## src/hw/sts_cfg.svh

```systemverilog
// Constants of the start-up sequencer: timing, counts, offsets, fields
`ifndef STS_CFG_SVH
`define STS_CFG_SVH

// ----------------------------------------
// Timing
// ----------------------------------------
`define STS_PCLK_NS      20
`define STS_CLKIN_NS     200
`define STS_CLKIN_DIV    4'((`STS_CLKIN_NS) / (`STS_PCLK_NS))
`define STS_DIV_LAST     4'((`STS_CLKIN_DIV) - 4'h1)

// ----------------------------------------
// Sequence counts, in input clock periods
// ----------------------------------------
`define STS_WAIT_LAST    8'h8F
`define STS_SCAN_LAST    8'h8F
`define STS_CFG_LAST     6'h23
`define STS_RFSH_LAST    8'h07

// ----------------------------------------
// Memory configuration word fields
// ----------------------------------------
`define STS_CFG_RFSH_BIT 0
`define STS_CFG_DLY_LSB  4
`define STS_CFG_DLY_MSB  7
`define STS_MEM_DEPTH    64

// ----------------------------------------
// Register map
// ----------------------------------------
`define STS_ADDR_CTRL    12'h000
`define STS_ADDR_STATUS  12'h004
`define STS_ADDR_CFG     12'h008
`define STS_MEM_BASE     12'h100
`define STS_MEM_TOP      12'h18C
`define STS_CTRL_RST     1'b0
`define STS_CTRL_NORFSH  0
`define STS_STAT_ST_MSB  7
`define STS_STAT_FOUND   8
`define STS_STAT_RVALID  9
`define STS_STAT_BOOTROM 10
`define STS_STAT_MUL_LSB 16
`define STS_STAT_MUL_MSB 19

// ----------------------------------------
// Core rate multipliers, twice the input clock ratio
// ----------------------------------------
`define STS_MULT_200     4'h8
`define STS_MULT_225     4'h9
`define STS_MULT_250     4'hA
`define STS_MULT_300     4'hC
`define STS_MULT_350     4'hE
`define STS_MULT_175     4'h7
`define STS_MULT_NONE    4'h0

`endif

```

## src/hw/sts_pkg.sv

```systemverilog
// Types shared by the start-up sequencer files
package sts_pkg;
   typedef logic [31:0] sts_word_t;
   typedef logic [11:0] sts_addr_t;
   typedef logic [5:0]  sts_idx_t;
   typedef logic [3:0]  sts_mult_t;
   typedef logic [3:0]  sts_link_t;

   typedef enum logic [7:0]
   {
      ST_HOLD     = 8'h01,
      ST_WAIT     = 8'h02,
      ST_SCAN     = 8'h04,
      ST_CFGRD    = 8'h08,
      ST_CFGDLY   = 8'h10,
      ST_RFSH     = 8'h20,
      ST_BOOTROM  = 8'h40,
      ST_BOOTLINK = 8'h80
   } sts_state_e;
endpackage

```

## src/hw/sts_cfg_mem.sv

```systemverilog
// Store of the configuration read words, registered read port
`timescale 1ns/1ps
`include "sts_cfg.svh"
module sts_cfg_mem
(
   input  wire logic             clk,
   input  wire logic             rst_n,
   input  wire logic             we,
   input  wire sts_pkg::sts_idx_t waddr,
   input  wire sts_pkg::sts_word_t wdata,
   input  wire sts_pkg::sts_idx_t raddr,
   output sts_pkg::sts_word_t    rdata
);
   import sts_pkg::*;

   sts_word_t mem [`STS_MEM_DEPTH];

   always_ff @(posedge clk)
   begin
      if (we)
      begin
         mem[waddr] <= wdata;
      end
   end

   always_ff @(posedge clk or negedge rst_n)
   begin
      if (!rst_n)
      begin
         rdata <= '0;
      end
      else
      begin
         rdata <= mem[raddr];
      end
   end
endmodule

```

## src/hw/sts_top.sv

```systemverilog
// Start-up sequencer: reset sync, memory config sequence, boot, rate decode
`timescale 1ns/1ps
`include "sts_cfg.svh"
// Behaviour
// - Reset fall initialises state, runs memory configuration, then starts bootstrap.
// - Serial link outputs are held low while reset is asserted.
// - After reset release, wait 144 input clock periods.
// - Then scan write, refresh and bus pins for 144 more periods.
// - Then issue 36 configuration reads with the default configuration.
// - After a configuration-dependent delay, run eight back-to-back refresh cycles.
// - With refresh disabled, an equal idle delay replaces the refresh cycles.
// - Boot select high boots from memory at once, else waits for links.
// - Bootstrap begins in the low priority state.
// - Rate select 000..100,110 gives 20, 22.5, 25, 30, 35, 17.5 MHz.
// - Rate select 101 and 111 are invalid.
// - Fast core clocks come from multiplying the input clock.
// - Boot select is sampled once per reset release.
// - Links accept a first byte within two core cycles of reset fall.
module sts_top
(
   input  wire logic              pclk,
   input  wire logic              presetn,
   input  wire logic              psel,
   input  wire logic              penable,
   input  wire logic              pwrite,
   input  wire sts_pkg::sts_addr_t paddr,
   input  wire sts_pkg::sts_word_t pwdata,
   output sts_pkg::sts_word_t     prdata,
   output logic                   pready,
   output logic                   pslverr,
   input  wire logic              reset_in,
   input  wire logic              boot_source_select,
   input  wire logic [2:0]        core_rate_select,
   input  wire logic              mem_write_strobe_data0,
   input  wire logic              mem_refresh_strobe_data1,
   input  wire logic [29:0]       mem_multiplexed_bus_upper,
   input  wire sts_pkg::sts_word_t mem_cfg_rdata,
   output logic                   mem_cfg_read,
   output sts_pkg::sts_idx_t      mem_cfg_index,
   output logic                   mem_refresh_cycle,
   input  wire sts_pkg::sts_link_t link_tx_core,
   output sts_pkg::sts_link_t     link_out,
   output logic                   link_rx_ready,
   output logic                   boot_rom_start,
   output logic                   boot_link_wait,
   output logic                   low_priority,
   output sts_pkg::sts_mult_t     core_mult_x2,
   output logic                   rate_valid
);
   import sts_pkg::*;

   sts_state_e st;
   sts_state_e next_state;
   logic       rst_q1;
   logic       rst_sync;
   logic       rst_d3;
   logic       rst_fall;
   logic [3:0] div;
   logic       tick;
   logic [7:0] cnt;
   logic       cfg_found;
   sts_word_t  scan_word;
   sts_word_t  first_word;
   sts_word_t  cfg_word;
   logic       ctrl_norfsh;
   logic       rfsh_en;
   logic       boot_sel_q;
   sts_link_t  link_q;
   logic       access;
   logic       ack_q;
   logic       hit_ctrl;
   logic       hit_stat;
   logic       hit_cfg;
   logic       hit_mem;
   sts_word_t  status;
   sts_word_t  mem_rdata;
   logic [7:0] dly_last;

   // ----------------------------------------
   // Reset pin synchroniser and edge detect
   // ----------------------------------------
   always_ff @(posedge pclk or negedge presetn)
   begin
      if (!presetn)
      begin
         rst_q1   <= 1'b1;
         rst_sync <= 1'b1;
         rst_d3   <= 1'b1;
      end
      else
      begin
         rst_q1   <= reset_in;
         rst_sync <= rst_q1;
         rst_d3   <= rst_sync;
      end
   end

   assign rst_fall = rst_d3 & ~rst_sync;

   // ----------------------------------------
   // Input clock period enable
   // ----------------------------------------
   // Restarted by reset so every count starts on a clean period
   always_ff @(posedge pclk or negedge presetn)
   begin
      if (!presetn)
      begin
         div <= 4'h0;
      end
      else if (rst_sync || tick)
      begin
         div <= 4'h0;
      end
      else
      begin
         div <= div + 4'h1;
      end
   end

   assign tick = (div == `STS_DIV_LAST);

   // ----------------------------------------
   // Sequence state machine
   // ----------------------------------------
   assign rfsh_en  = cfg_word[`STS_CFG_RFSH_BIT] & ~ctrl_norfsh;
   assign dly_last = 8'(cfg_word[`STS_CFG_DLY_MSB:`STS_CFG_DLY_LSB]);

   always_comb
   begin
      next_state = st;
      unique case (st)
         ST_HOLD:
         begin
            if (rst_fall)
               next_state = ST_WAIT;
         end
         ST_WAIT:
         begin
            if (tick && cnt == `STS_WAIT_LAST)
               next_state = ST_SCAN;
         end
         ST_SCAN:
         begin
            if (tick && cnt == `STS_SCAN_LAST)
               next_state = ST_CFGRD;
         end
         ST_CFGRD:
         begin
            if (tick && mem_cfg_index == `STS_CFG_LAST)
               next_state = ST_CFGDLY;
         end
         ST_CFGDLY:
         begin
            if (tick && cnt == dly_last)
               next_state = ST_RFSH;
         end
         ST_RFSH:
         begin
            if (tick && cnt == `STS_RFSH_LAST)
               next_state = boot_source_select ? ST_BOOTROM : ST_BOOTLINK;
         end
         ST_BOOTROM:
         begin
            next_state = ST_BOOTROM;
         end
         ST_BOOTLINK:
         begin
            next_state = ST_BOOTLINK;
         end
      endcase
      if (rst_sync)
         next_state = ST_HOLD;
   end

   always_ff @(posedge pclk or negedge presetn)
   begin
      if (!presetn)
      begin
         st <= ST_HOLD;
      end
      else
      begin
         st <= next_state;
      end
   end

   // Period counter, restarted on every state change
   always_ff @(posedge pclk or negedge presetn)
   begin
      if (!presetn)
      begin
         cnt <= 8'h00;
      end
      else if (next_state != st)
      begin
         cnt <= 8'h00;
      end
      else if (tick)
      begin
         cnt <= cnt + 8'h01;
      end
   end

   // ----------------------------------------
   // Pin scan and configuration choice
   // ----------------------------------------
   always_ff @(posedge pclk or negedge presetn)
   begin
      if (!presetn)
      begin
         cfg_found <= 1'b0;
         scan_word <= '0;
      end
      else if (rst_sync)
      begin
         cfg_found <= 1'b0;
         scan_word <= '0;
      end
      else if (st == ST_SCAN && tick &&
               ({mem_multiplexed_bus_upper, mem_refresh_strobe_data1,
                 mem_write_strobe_data0} != '0))
      begin
         cfg_found <= 1'b1;
         scan_word <= {mem_multiplexed_bus_upper, mem_refresh_strobe_data1,
                       mem_write_strobe_data0};
      end
   end

   // Reads run regardless of a scan hit; the hit takes precedence
   always_ff @(posedge pclk or negedge presetn)
   begin
      if (!presetn)
      begin
         mem_cfg_index <= '0;
         first_word    <= '0;
         cfg_word      <= '0;
      end
      else if (rst_sync)
      begin
         mem_cfg_index <= '0;
      end
      else if (st == ST_CFGRD && tick)
      begin
         mem_cfg_index <= mem_cfg_index + 6'h01;
         if (mem_cfg_index == '0)
            first_word <= mem_cfg_rdata;
         if (next_state == ST_CFGDLY)
            cfg_word <= cfg_found ? scan_word : first_word;
      end
   end

   always_ff @(posedge pclk or negedge presetn)
   begin
      if (!presetn)
      begin
         mem_cfg_read <= 1'b0;
      end
      else
      begin
         mem_cfg_read <= (next_state == ST_CFGRD);
      end
   end

   sts_cfg_mem u_mem
   (
      .clk   (pclk),
      .rst_n (presetn),
      .we    (st == ST_CFGRD && tick),
      .waddr (mem_cfg_index),
      .wdata (mem_cfg_rdata),
      .raddr (paddr[7:2]),
      .rdata (mem_rdata)
   );

   // ----------------------------------------
   // Refresh burst or equivalent idle
   // ----------------------------------------
   always_ff @(posedge pclk or negedge presetn)
   begin
      if (!presetn)
      begin
         mem_refresh_cycle <= 1'b0;
      end
      else
      begin
         mem_refresh_cycle <= (next_state == ST_RFSH) && rfsh_en;
      end
   end

   // ----------------------------------------
   // Boot hand-over
   // ----------------------------------------
   always_ff @(posedge pclk or negedge presetn)
   begin
      if (!presetn)
      begin
         boot_sel_q     <= 1'b0;
         boot_rom_start <= 1'b0;
         boot_link_wait <= 1'b0;
      end
      else
      begin
         if (rst_sync)
            boot_sel_q <= 1'b0;
         else if (st == ST_RFSH && next_state != ST_RFSH)
            boot_sel_q <= boot_source_select;
         boot_rom_start <= (st == ST_RFSH) && (next_state == ST_BOOTROM);
         boot_link_wait <= (next_state == ST_BOOTLINK);
      end
   end

   always_ff @(posedge pclk or negedge presetn)
   begin
      if (!presetn)
      begin
         low_priority  <= 1'b0;
         link_rx_ready <= 1'b0;
      end
      else if (rst_sync)
      begin
         low_priority  <= 1'b0;
         link_rx_ready <= 1'b0;
      end
      else if (rst_fall)
      begin
         low_priority  <= 1'b1;
         link_rx_ready <= 1'b1;
      end
   end

   // ----------------------------------------
   // Link outputs
   // ----------------------------------------
   always_ff @(posedge pclk or negedge presetn)
   begin
      if (!presetn)
      begin
         link_q <= '0;
      end
      else
      begin
         link_q <= rst_sync ? '0 : link_tx_core;
      end
   end

   // Raw pin also gates, so no link glitch during the sync delay
   assign link_out = link_q & {4{~reset_in}};

   // ----------------------------------------
   // Core rate decode
   // ----------------------------------------
   always_ff @(posedge pclk or negedge presetn)
   begin
      if (!presetn)
      begin
         core_mult_x2 <= `STS_MULT_NONE;
         rate_valid   <= 1'b0;
      end
      else
      begin
         rate_valid <= 1'b1;
         unique case (core_rate_select)
            3'h0: core_mult_x2 <= `STS_MULT_200;
            3'h1: core_mult_x2 <= `STS_MULT_225;
            3'h2: core_mult_x2 <= `STS_MULT_250;
            3'h3: core_mult_x2 <= `STS_MULT_300;
            3'h4: core_mult_x2 <= `STS_MULT_350;
            3'h6: core_mult_x2 <= `STS_MULT_175;
            default:
            begin
               core_mult_x2 <= `STS_MULT_NONE;
               rate_valid   <= 1'b0;
            end
         endcase
      end
   end

   // ----------------------------------------
   // APB slave, one wait state on every access
   // ----------------------------------------
   assign access   = psel & penable;
   assign hit_ctrl = (paddr == `STS_ADDR_CTRL);
   assign hit_stat = (paddr == `STS_ADDR_STATUS);
   assign hit_cfg  = (paddr == `STS_ADDR_CFG);
   assign hit_mem  = (paddr >= `STS_MEM_BASE) && (paddr <= `STS_MEM_TOP) &&
                     (paddr[1:0] == 2'b00);
   assign pready   = access & ack_q;
   assign pslverr  = pready & ~(hit_ctrl | hit_stat | hit_cfg | hit_mem);

   always_comb
   begin
      status = '0;
      status[`STS_STAT_ST_MSB:0] = st;
      status[`STS_STAT_FOUND]   = cfg_found;
      status[`STS_STAT_RVALID]  = rate_valid;
      status[`STS_STAT_BOOTROM] = boot_sel_q;
      status[`STS_STAT_MUL_MSB:`STS_STAT_MUL_LSB] = core_mult_x2;
   end

   always_ff @(posedge pclk or negedge presetn)
   begin
      if (!presetn)
      begin
         ack_q  <= 1'b0;
         prdata <= '0;
      end
      else
      begin
         ack_q <= access & ~ack_q;
         if (access && !ack_q)
         begin
            if (hit_ctrl)
               prdata <= {31'h0, ctrl_norfsh};
            else if (hit_stat)
               prdata <= status;
            else if (hit_cfg)
               prdata <= cfg_word;
            else if (hit_mem)
               prdata <= mem_rdata;
            else
               prdata <= '0;
         end
      end
   end

   always_ff @(posedge pclk or negedge presetn)
   begin
      if (!presetn)
      begin
         ctrl_norfsh <= `STS_CTRL_RST;
      end
      else if (pready && pwrite && hit_ctrl)
      begin
         ctrl_norfsh <= pwdata[`STS_CTRL_NORFSH];
      end
   end
endmodule

```

## config.mk

```make
export PLATFORM = sky130hd
export DESIGN_NAME = sts_top
export DESIGN_NICKNAME = d
export VERILOG_FILES = /design/src/hw/sts_pkg.sv /design/src/hw/sts_cfg_mem.sv /design/src/hw/sts_top.sv
export VERILOG_INCLUDE_DIRS = /design/src /design/src/hw
export SDC_FILE = /design/constraint.sdc
export NUM_CORES = 2
export LEC_CHECK = 0
export BUFFER_PORTS_ARGS = -buffer_cell sky130_fd_sc_hd__buf_4
export CAP_MARGIN = 30
export CORE_UTILIZATION = 45
export DETAILED_ROUTE_END_ITERATION = 12
export SLEW_MARGIN = 20
export SYNTH_ARGS = -nofsm -noshare
export SYNTH_HDL_FRONTEND = slang
export SYNTH_SLANG_ARGS = --single-unit
```

## constraint.sdc

```tcl
create_clock -name pclk -period 5.7 [get_ports pclk]
set_input_delay 1.14 -clock pclk [delete_from_list [all_inputs] [get_ports pclk]]
set_output_delay 1.14 -clock pclk [all_outputs]
set_load 0.05 [all_outputs]
```

# == Yosys cells after proc, flatten, opt, wreduce, memory -nomap -nowiden ==
# Memory sizes are Yosys's and may differ from the RTL's. A register that Yosys moved wholly into a read port is not among the register bits.
# Cells that the tools add are included.
# classes
shift,0
n_bitwise,15
n_eq_ne,27
mul,0
magnitude_cmp,2
n_reduce_logical,31
n_addsub,3
muxes,32
div_mod_pow,0
# op_table
op,count
32-bit 2-to-1 mux,7
8-bit 2-to-1 mux,10
8-bit one-hot mux with 8 select lines,1
32-bit nonzero test,1
"8-bit == test, second input constant",3
4-bit one-hot mux with 6 select lines,1
"8-bit by 3-bit == test with 1-bit output, second input constant",2
"8-bit by 4-bit == test with 1-bit output, second input constant",2
"8-bit by 5-bit == test with 1-bit output, second input constant",2
"8-bit by 6-bit == test with 1-bit output, second input constant",2
"8-bit by 7-bit == test with 1-bit output, second input constant",2
1-bit logical AND,15
"12-bit by 3-bit == test with 1-bit output, second input constant",1
"12-bit by 4-bit == test with 1-bit output, second input constant",1
"12-bit by 9-bit greater-or-equal comparator with 1-bit output, second input constant",1
"12-bit by 9-bit less-or-equal comparator with 1-bit output, second input constant",1
12-bit zero test,1
6-bit 2-to-1 mux,2
2-bit nonzero test,5
1-bit 2-to-1 mux,9
"8-bit by 1-bit adder with 8-bit output, second input constant",1
"8-bit by 1-bit == test with 1-bit output, second input constant",1
"8-bit by 2-bit == test with 1-bit output, second input constant",1
8-bit by 4-bit == test with 1-bit output,1
other kinds (21),37
# totals
out_inout_bits,55
register_bits,175
memories,1
wordCells,134
latchBits,0
rom_bits,0
ram_bits,2048
# memory_table
name,words,width,rd,rd_clocked_by_memory_dff,wr,line,text
u_mem.mem,64,32,1,1,1,sts_cfg_mem.sv:16,sts_word_t mem [`STS_MEM_DEPTH];

# == Logic depth before layout (Yosys ltp) ==
# depth
word_depth,9
depth_mapped,10
ltp_nobuf,9

# == Hierarchy ==
# A second synthesis with hierarchy kept.
# hier_totals
cells_unflattened,4064
hier_area_um2,86715.7
# by_module_without_submodules
mod,area_per_inst_um2,cells_each,instances
sts_cfg_mem,78669.2,3325,1
sts_top,8046.5,739,1

# == Worst setup path after synthesis ==
# OpenSTA, ideal clock, no wires.
# synth_timing
path_type,in2out
startpoint,input paddr[2]
endpoint,output pslverr
n_path_buf,5
cell_stages,7
arrival_time_ns,3.628
setup_slack_ns,0.932
path_cell_list,clkbuf_1 buf_2 buf_2 buf_2 buf_2 a21oi_1 nor3b_1
# synth_between
elab_chain_len,6
word_cells_on_any_way,12
cone_classes,order compare: 2; eq/ne: 2; bitwise: 5; reduce/logical: 3
# synth_lines
element,line,text
start: declaration,sts_top.sv:26,"input wire sts_pkg::sts_addr_t paddr,"
"12-bit by 9-bit greater-or-equal comparator with 1-bit output (no source line), or another cell as far along",-,
1-bit logical AND or 1-bit OR (tied branches) (2 in a row),"sts_top.sv:385, sts_top.sv:388",
1-bit OR (*),sts_top.sv:388,assign pslverr = pready & ~(hit_ctrl | hit_stat | hit_cfg | hit_mem);
1-bit inverter (*),sts_top.sv:388,
1-bit AND (*),sts_top.sv:388,
end: declaration,sts_top.sv:30,"output logic pslverr,"
# Mark *: on every way between the ends. The rest lies on a longest branch, timed or not.

# == Worst setup path in the final report ==
# layout_timing
startpoint,register st[6]
endpoint,"memory u_mem.mem[26][24] (netlist bit), enable pin"
# layout_between
elab_chain_len,4
# layout_lines
element,line,text
start: declaration,sts_top.sv:52,sts_state_e st;
start signal: assignment,sts_top.sv:183,st <= next_state;
8-bit by 4-bit == test with 1-bit output,sts_top.sv:268,".we (st == ST_CFGRD && tick),"
1-bit logical AND,sts_top.sv:268,
1-bit 2-to-1 mux,sts_cfg_mem.sv:20,if (we)
1-bit 2-to-1 mux (implied by the code),sts_cfg_mem.sv:22,mem[waddr] <= wdata;
end: declaration,sts_cfg_mem.sv:16,
# Every way passes these cells.

==> summary.md <==
| Metric | Value |
|---|---|
| Initial antenna violation count | 21 |
| Final core utilization | roughly 52% |
| Req. time, crit path | around 6.2 ns |
| H-tree depth | 4 |
| Ports | 177 |
| RSZ-0062 raised after global routing | no |
| Avg Cell Area, Syn | 22.7 um2 |
| Slew Limit Fails | 0 |
| Sink Count | 2,255 |
| Top-area cell type share of the netlist area | a little under three quarters |
| Least-Margin Pin Slew | between 0.9 and 1 ns |
| ANT nets after route | 0 |
| Dominant cell type by area after synthesis | edfxtp_1 |
| Clk root buf | clkbuf_16 |
| Final Hold Viols | 0 |
| Vias | 40.5k |
| Area Overhead vs Synth | 14.6% |
| Drt wl/cell | 30.6 um |
| Dpl ws | approximately 1.2 ns |
| Pin count of the biggest net entering global routing | 127 |
| Fin crit period | ~4 ns |
| I/O Buffers | ~150 |
| First-pass GRT wire length | approximately 300,000 um |
| # setup viols final | 0 |
| Clk slew on worst S/H paths | approximately 0.06 ns |
| Cts repair resizes | 0 |
| Hold Path Class | reg2reg |
| Status | finished, final reports clean |
| FF+latch area | between 60,000 and 70,000 um2 |
| Share of cells above drive strength 1 | 32.4% |
| Final-stage net count | 4,243 |
| Hold WS | 0.362 ns |
| TNS Setup | 0 ns |
| GP Congestion | slightly above 0.8 |
| Mapped Nets | just under 4k |
| Clock network latency to the later pin of the worst-skew pair | 0.87 ns |
| CP peak stage delay | roughly 0.7 ns |
| PnR worst setup slack | around 1.6 ns |
| Synthesized cell area | slightly below 90,000 um2 |
| Crit Path Max Fanout | 17 |
| Sw Share | about a fifth |
| CP arrival | between 4 and 5 ns |
| Core area | 191,000 um2 |
| Switching pwr | 7020 uW |
| CTS tree | done |
| Static Leakage | approximately 0.032 uW |
| Die area | approximately 190,000 um2 |
| Worst rel slew slack | between 30% and 40% |
| Int Pwr | approximately 27,000 uW |
| Total Wirelength | about 210,000 um |
| Synth warn | 0 |
| Post-route DRC violation count | 0 |
| Post-CTS Setup Inserts | 0 |
| Vias/cell | 5.94 |
| Number of synthesized register bits | 2,255 |
| Filler cells | about 15k |
| CP endpoint kind | flip-flop |
| Flop pwr share | about 53% |
| Post-synth ARST share | under 10% |
| Worst Clk Skew | about 0.037 ns |
| Clk buf depth | 3 |
| Worst path slowest cell | nor3_1 |
| DR iter-0 viols | roughly 4.3k |
| Post-synth EDFFs | between 2k and 2.5k |
| GRT Total Usage | 21.7% |
| CP Launch Type | flip-flop |
| Syn Inst Count | approximately 3.8k |
| Area contributors post-synth | edfxtp_1, mux4_2, dfrtp_1, nand2_1, clkbuf_1 |
| CP cell instances | nor4b_1 -> nand2_1 -> nor3_1 -> nand2_1 -> buf_8 -> nor2_4 -> buf_4 |
| Area of the multi-input gates | just under 20,000 um2 |
| Die X | around 440 um |
| Cell Rows | between 150 and 200 |
| Ys flop type | edfxtp_1 |
| Power Dens Cells | 343 nW/um2 |
| Cell family with most CP delay | simple AND/OR/NAND/NOR gates |
| CP dominant cell by count | nand2_1 |
| HPWL Detailed | around 130,000 um |
| Drt first pass iters | 7 |
| Combinational group share of total power | between 4 and 5% |
| Die Height | approximately 440 um |
| Register area share after synthesis | 77.1% |
| Final worst path period share | slightly above 70% |
| Synth cell types | around 70 |
| Starting density of the core | a little under half |
| Clock network fraction of design power | between 40% and 50% |
| VDD IR max | just over 0.3 mV |
| Number of hold buffers added after CTS | 0 |
| Total gr overflow | 0 |
| Max Cap Viol | 0 |
| Critical path type | reg2reg |
| WP buf/inv | 2 |
| Number of global-route vias before repair | between 40k and 50k |
| Total CTS buffers | 224 |
| Maximum clock frequency | 0.246 GHz |
-- power groups by stage --
stage | sequential [uW] | clock, uW | combinational (uW)
global placement | 18500 | 0 | 1490
global route | 18100 | 15300 | 1600
detailed placement | 18500 | 0 | 1510
CTS | 18100 | 14700 | 1520
finish | 18100 | 14400 | 1490
floorplan | 18500 | 0 | 792
-- Yosys cell counts (all sizes together), types with 5 or more instances --
master and count:
a222oi 14, or3 7, nand3 21, and3 5, inv 16, mux2 35, a21oi 42, nand2 155
xor2 11, nor2b 9, a22oi 19, dfrtp 203, nor4 17, buf 89, nand3b 6, mux4 668
nor3 15, nor2 112, clkbuf 125, ha 5, xnor2 7, edfxtp 2048, mux2i 37, o21ai 79
-- cells by family (layout without fill, tap and decap cells) --
group	after synthesis	after routing	share of synthesized area, %
buf+inv	230	719	1.06
xor+xnor	18	18	0.182
simple gates	381	381	2.06
other cells	0	3	0
flops	2255	2255	77.1
fa+ha+maj	5	5	0.0723
mux	740	740	18.3
compound gates	182	182	1.29
-- final timing paths --
path,startpoint,endpoint,slack (ns),cells after the start
max,st[6],u_mem.mem[26][24],1.63,7
max in group asynchronous,presetn,prdata[20],4.15,2
min reg2reg,rst_q1,rst_sync,0.36,0
max reg2reg,st[6],u_mem.mem[26][24],1.63,7
min in group asynchronous,presetn,boot_link_wait,0.41,1
min,rst_q1,rst_sync,0.36,0
-- metal layers --
metal,vias up,global-route usage (%),wire [um]
met1,22100,30.7,87400
met4,0,5.23,4220
met5,-,0,0
li1,16700,-,-
met2,1399,35.2,102000
met3,249,4.19,14600
-- cells in the final DEF (no fill, tap or decap), types with 7 or more instances in the layout --
cell type	n
edfxtp_1	2048
mux4_2	668
buf_4	255
clkbuf_16	229
dfrtp_1	202
nand2_1	155
o21ai_0	78
nor2_4	64
clkbuf_1	62
nor2_1	48
a21oi_1	42
clkinv_1	40
mux2i_1	37
clkinv_2	35
mux2_2	33
buf_12	22
nand3_1	20
a22oi_1	19
bufinv_16	19
inv_1	16
nor3_1	14
nor4_1	14
a222oi_1	14
xor2_1	11
clkbuf_8	10
nor2b_1	9
buf_8	9
xnor2_1	7
-- final cells by class --
type | instances | area share [%]
Antenna cell | 3 | 0.00757
Tap cell | 2511 | 3.17
Timing Repair Buffer | 293 | 2.69
Multi-Input combinational cell | 1326 | 19.6
Clock buffer | 300 | 6.14
Sequential cell | 2255 | 67.2
Clock inverter | 110 | 1.09
Inverter | 16 | 0.0606
-- metrics by stage --
step                std cells  power, uW  cell area, um2
floorplan                3811      19200           86500
global placement         6389      19900           91700
detailed placement       6395      20000           91900
CTS                      6805      34300           99100
global route             6811      35000           99200
finish                   6814      34000           99200
-- state kept, by name, indices dropped and copies added (netlist names), 4 cells and up --
signal / count
first_word: 32
st: 8
link_q: 4
cnt: 8
u_mem.rdata: 32
u_mem.mem: 2048
prdata: 32
core_mult_x2: 4
div: 4
cfg_word: 32
mem_cfg_index: 6
scan_word: 32
No activity file was read; power rests on OpenSTA's default activity.
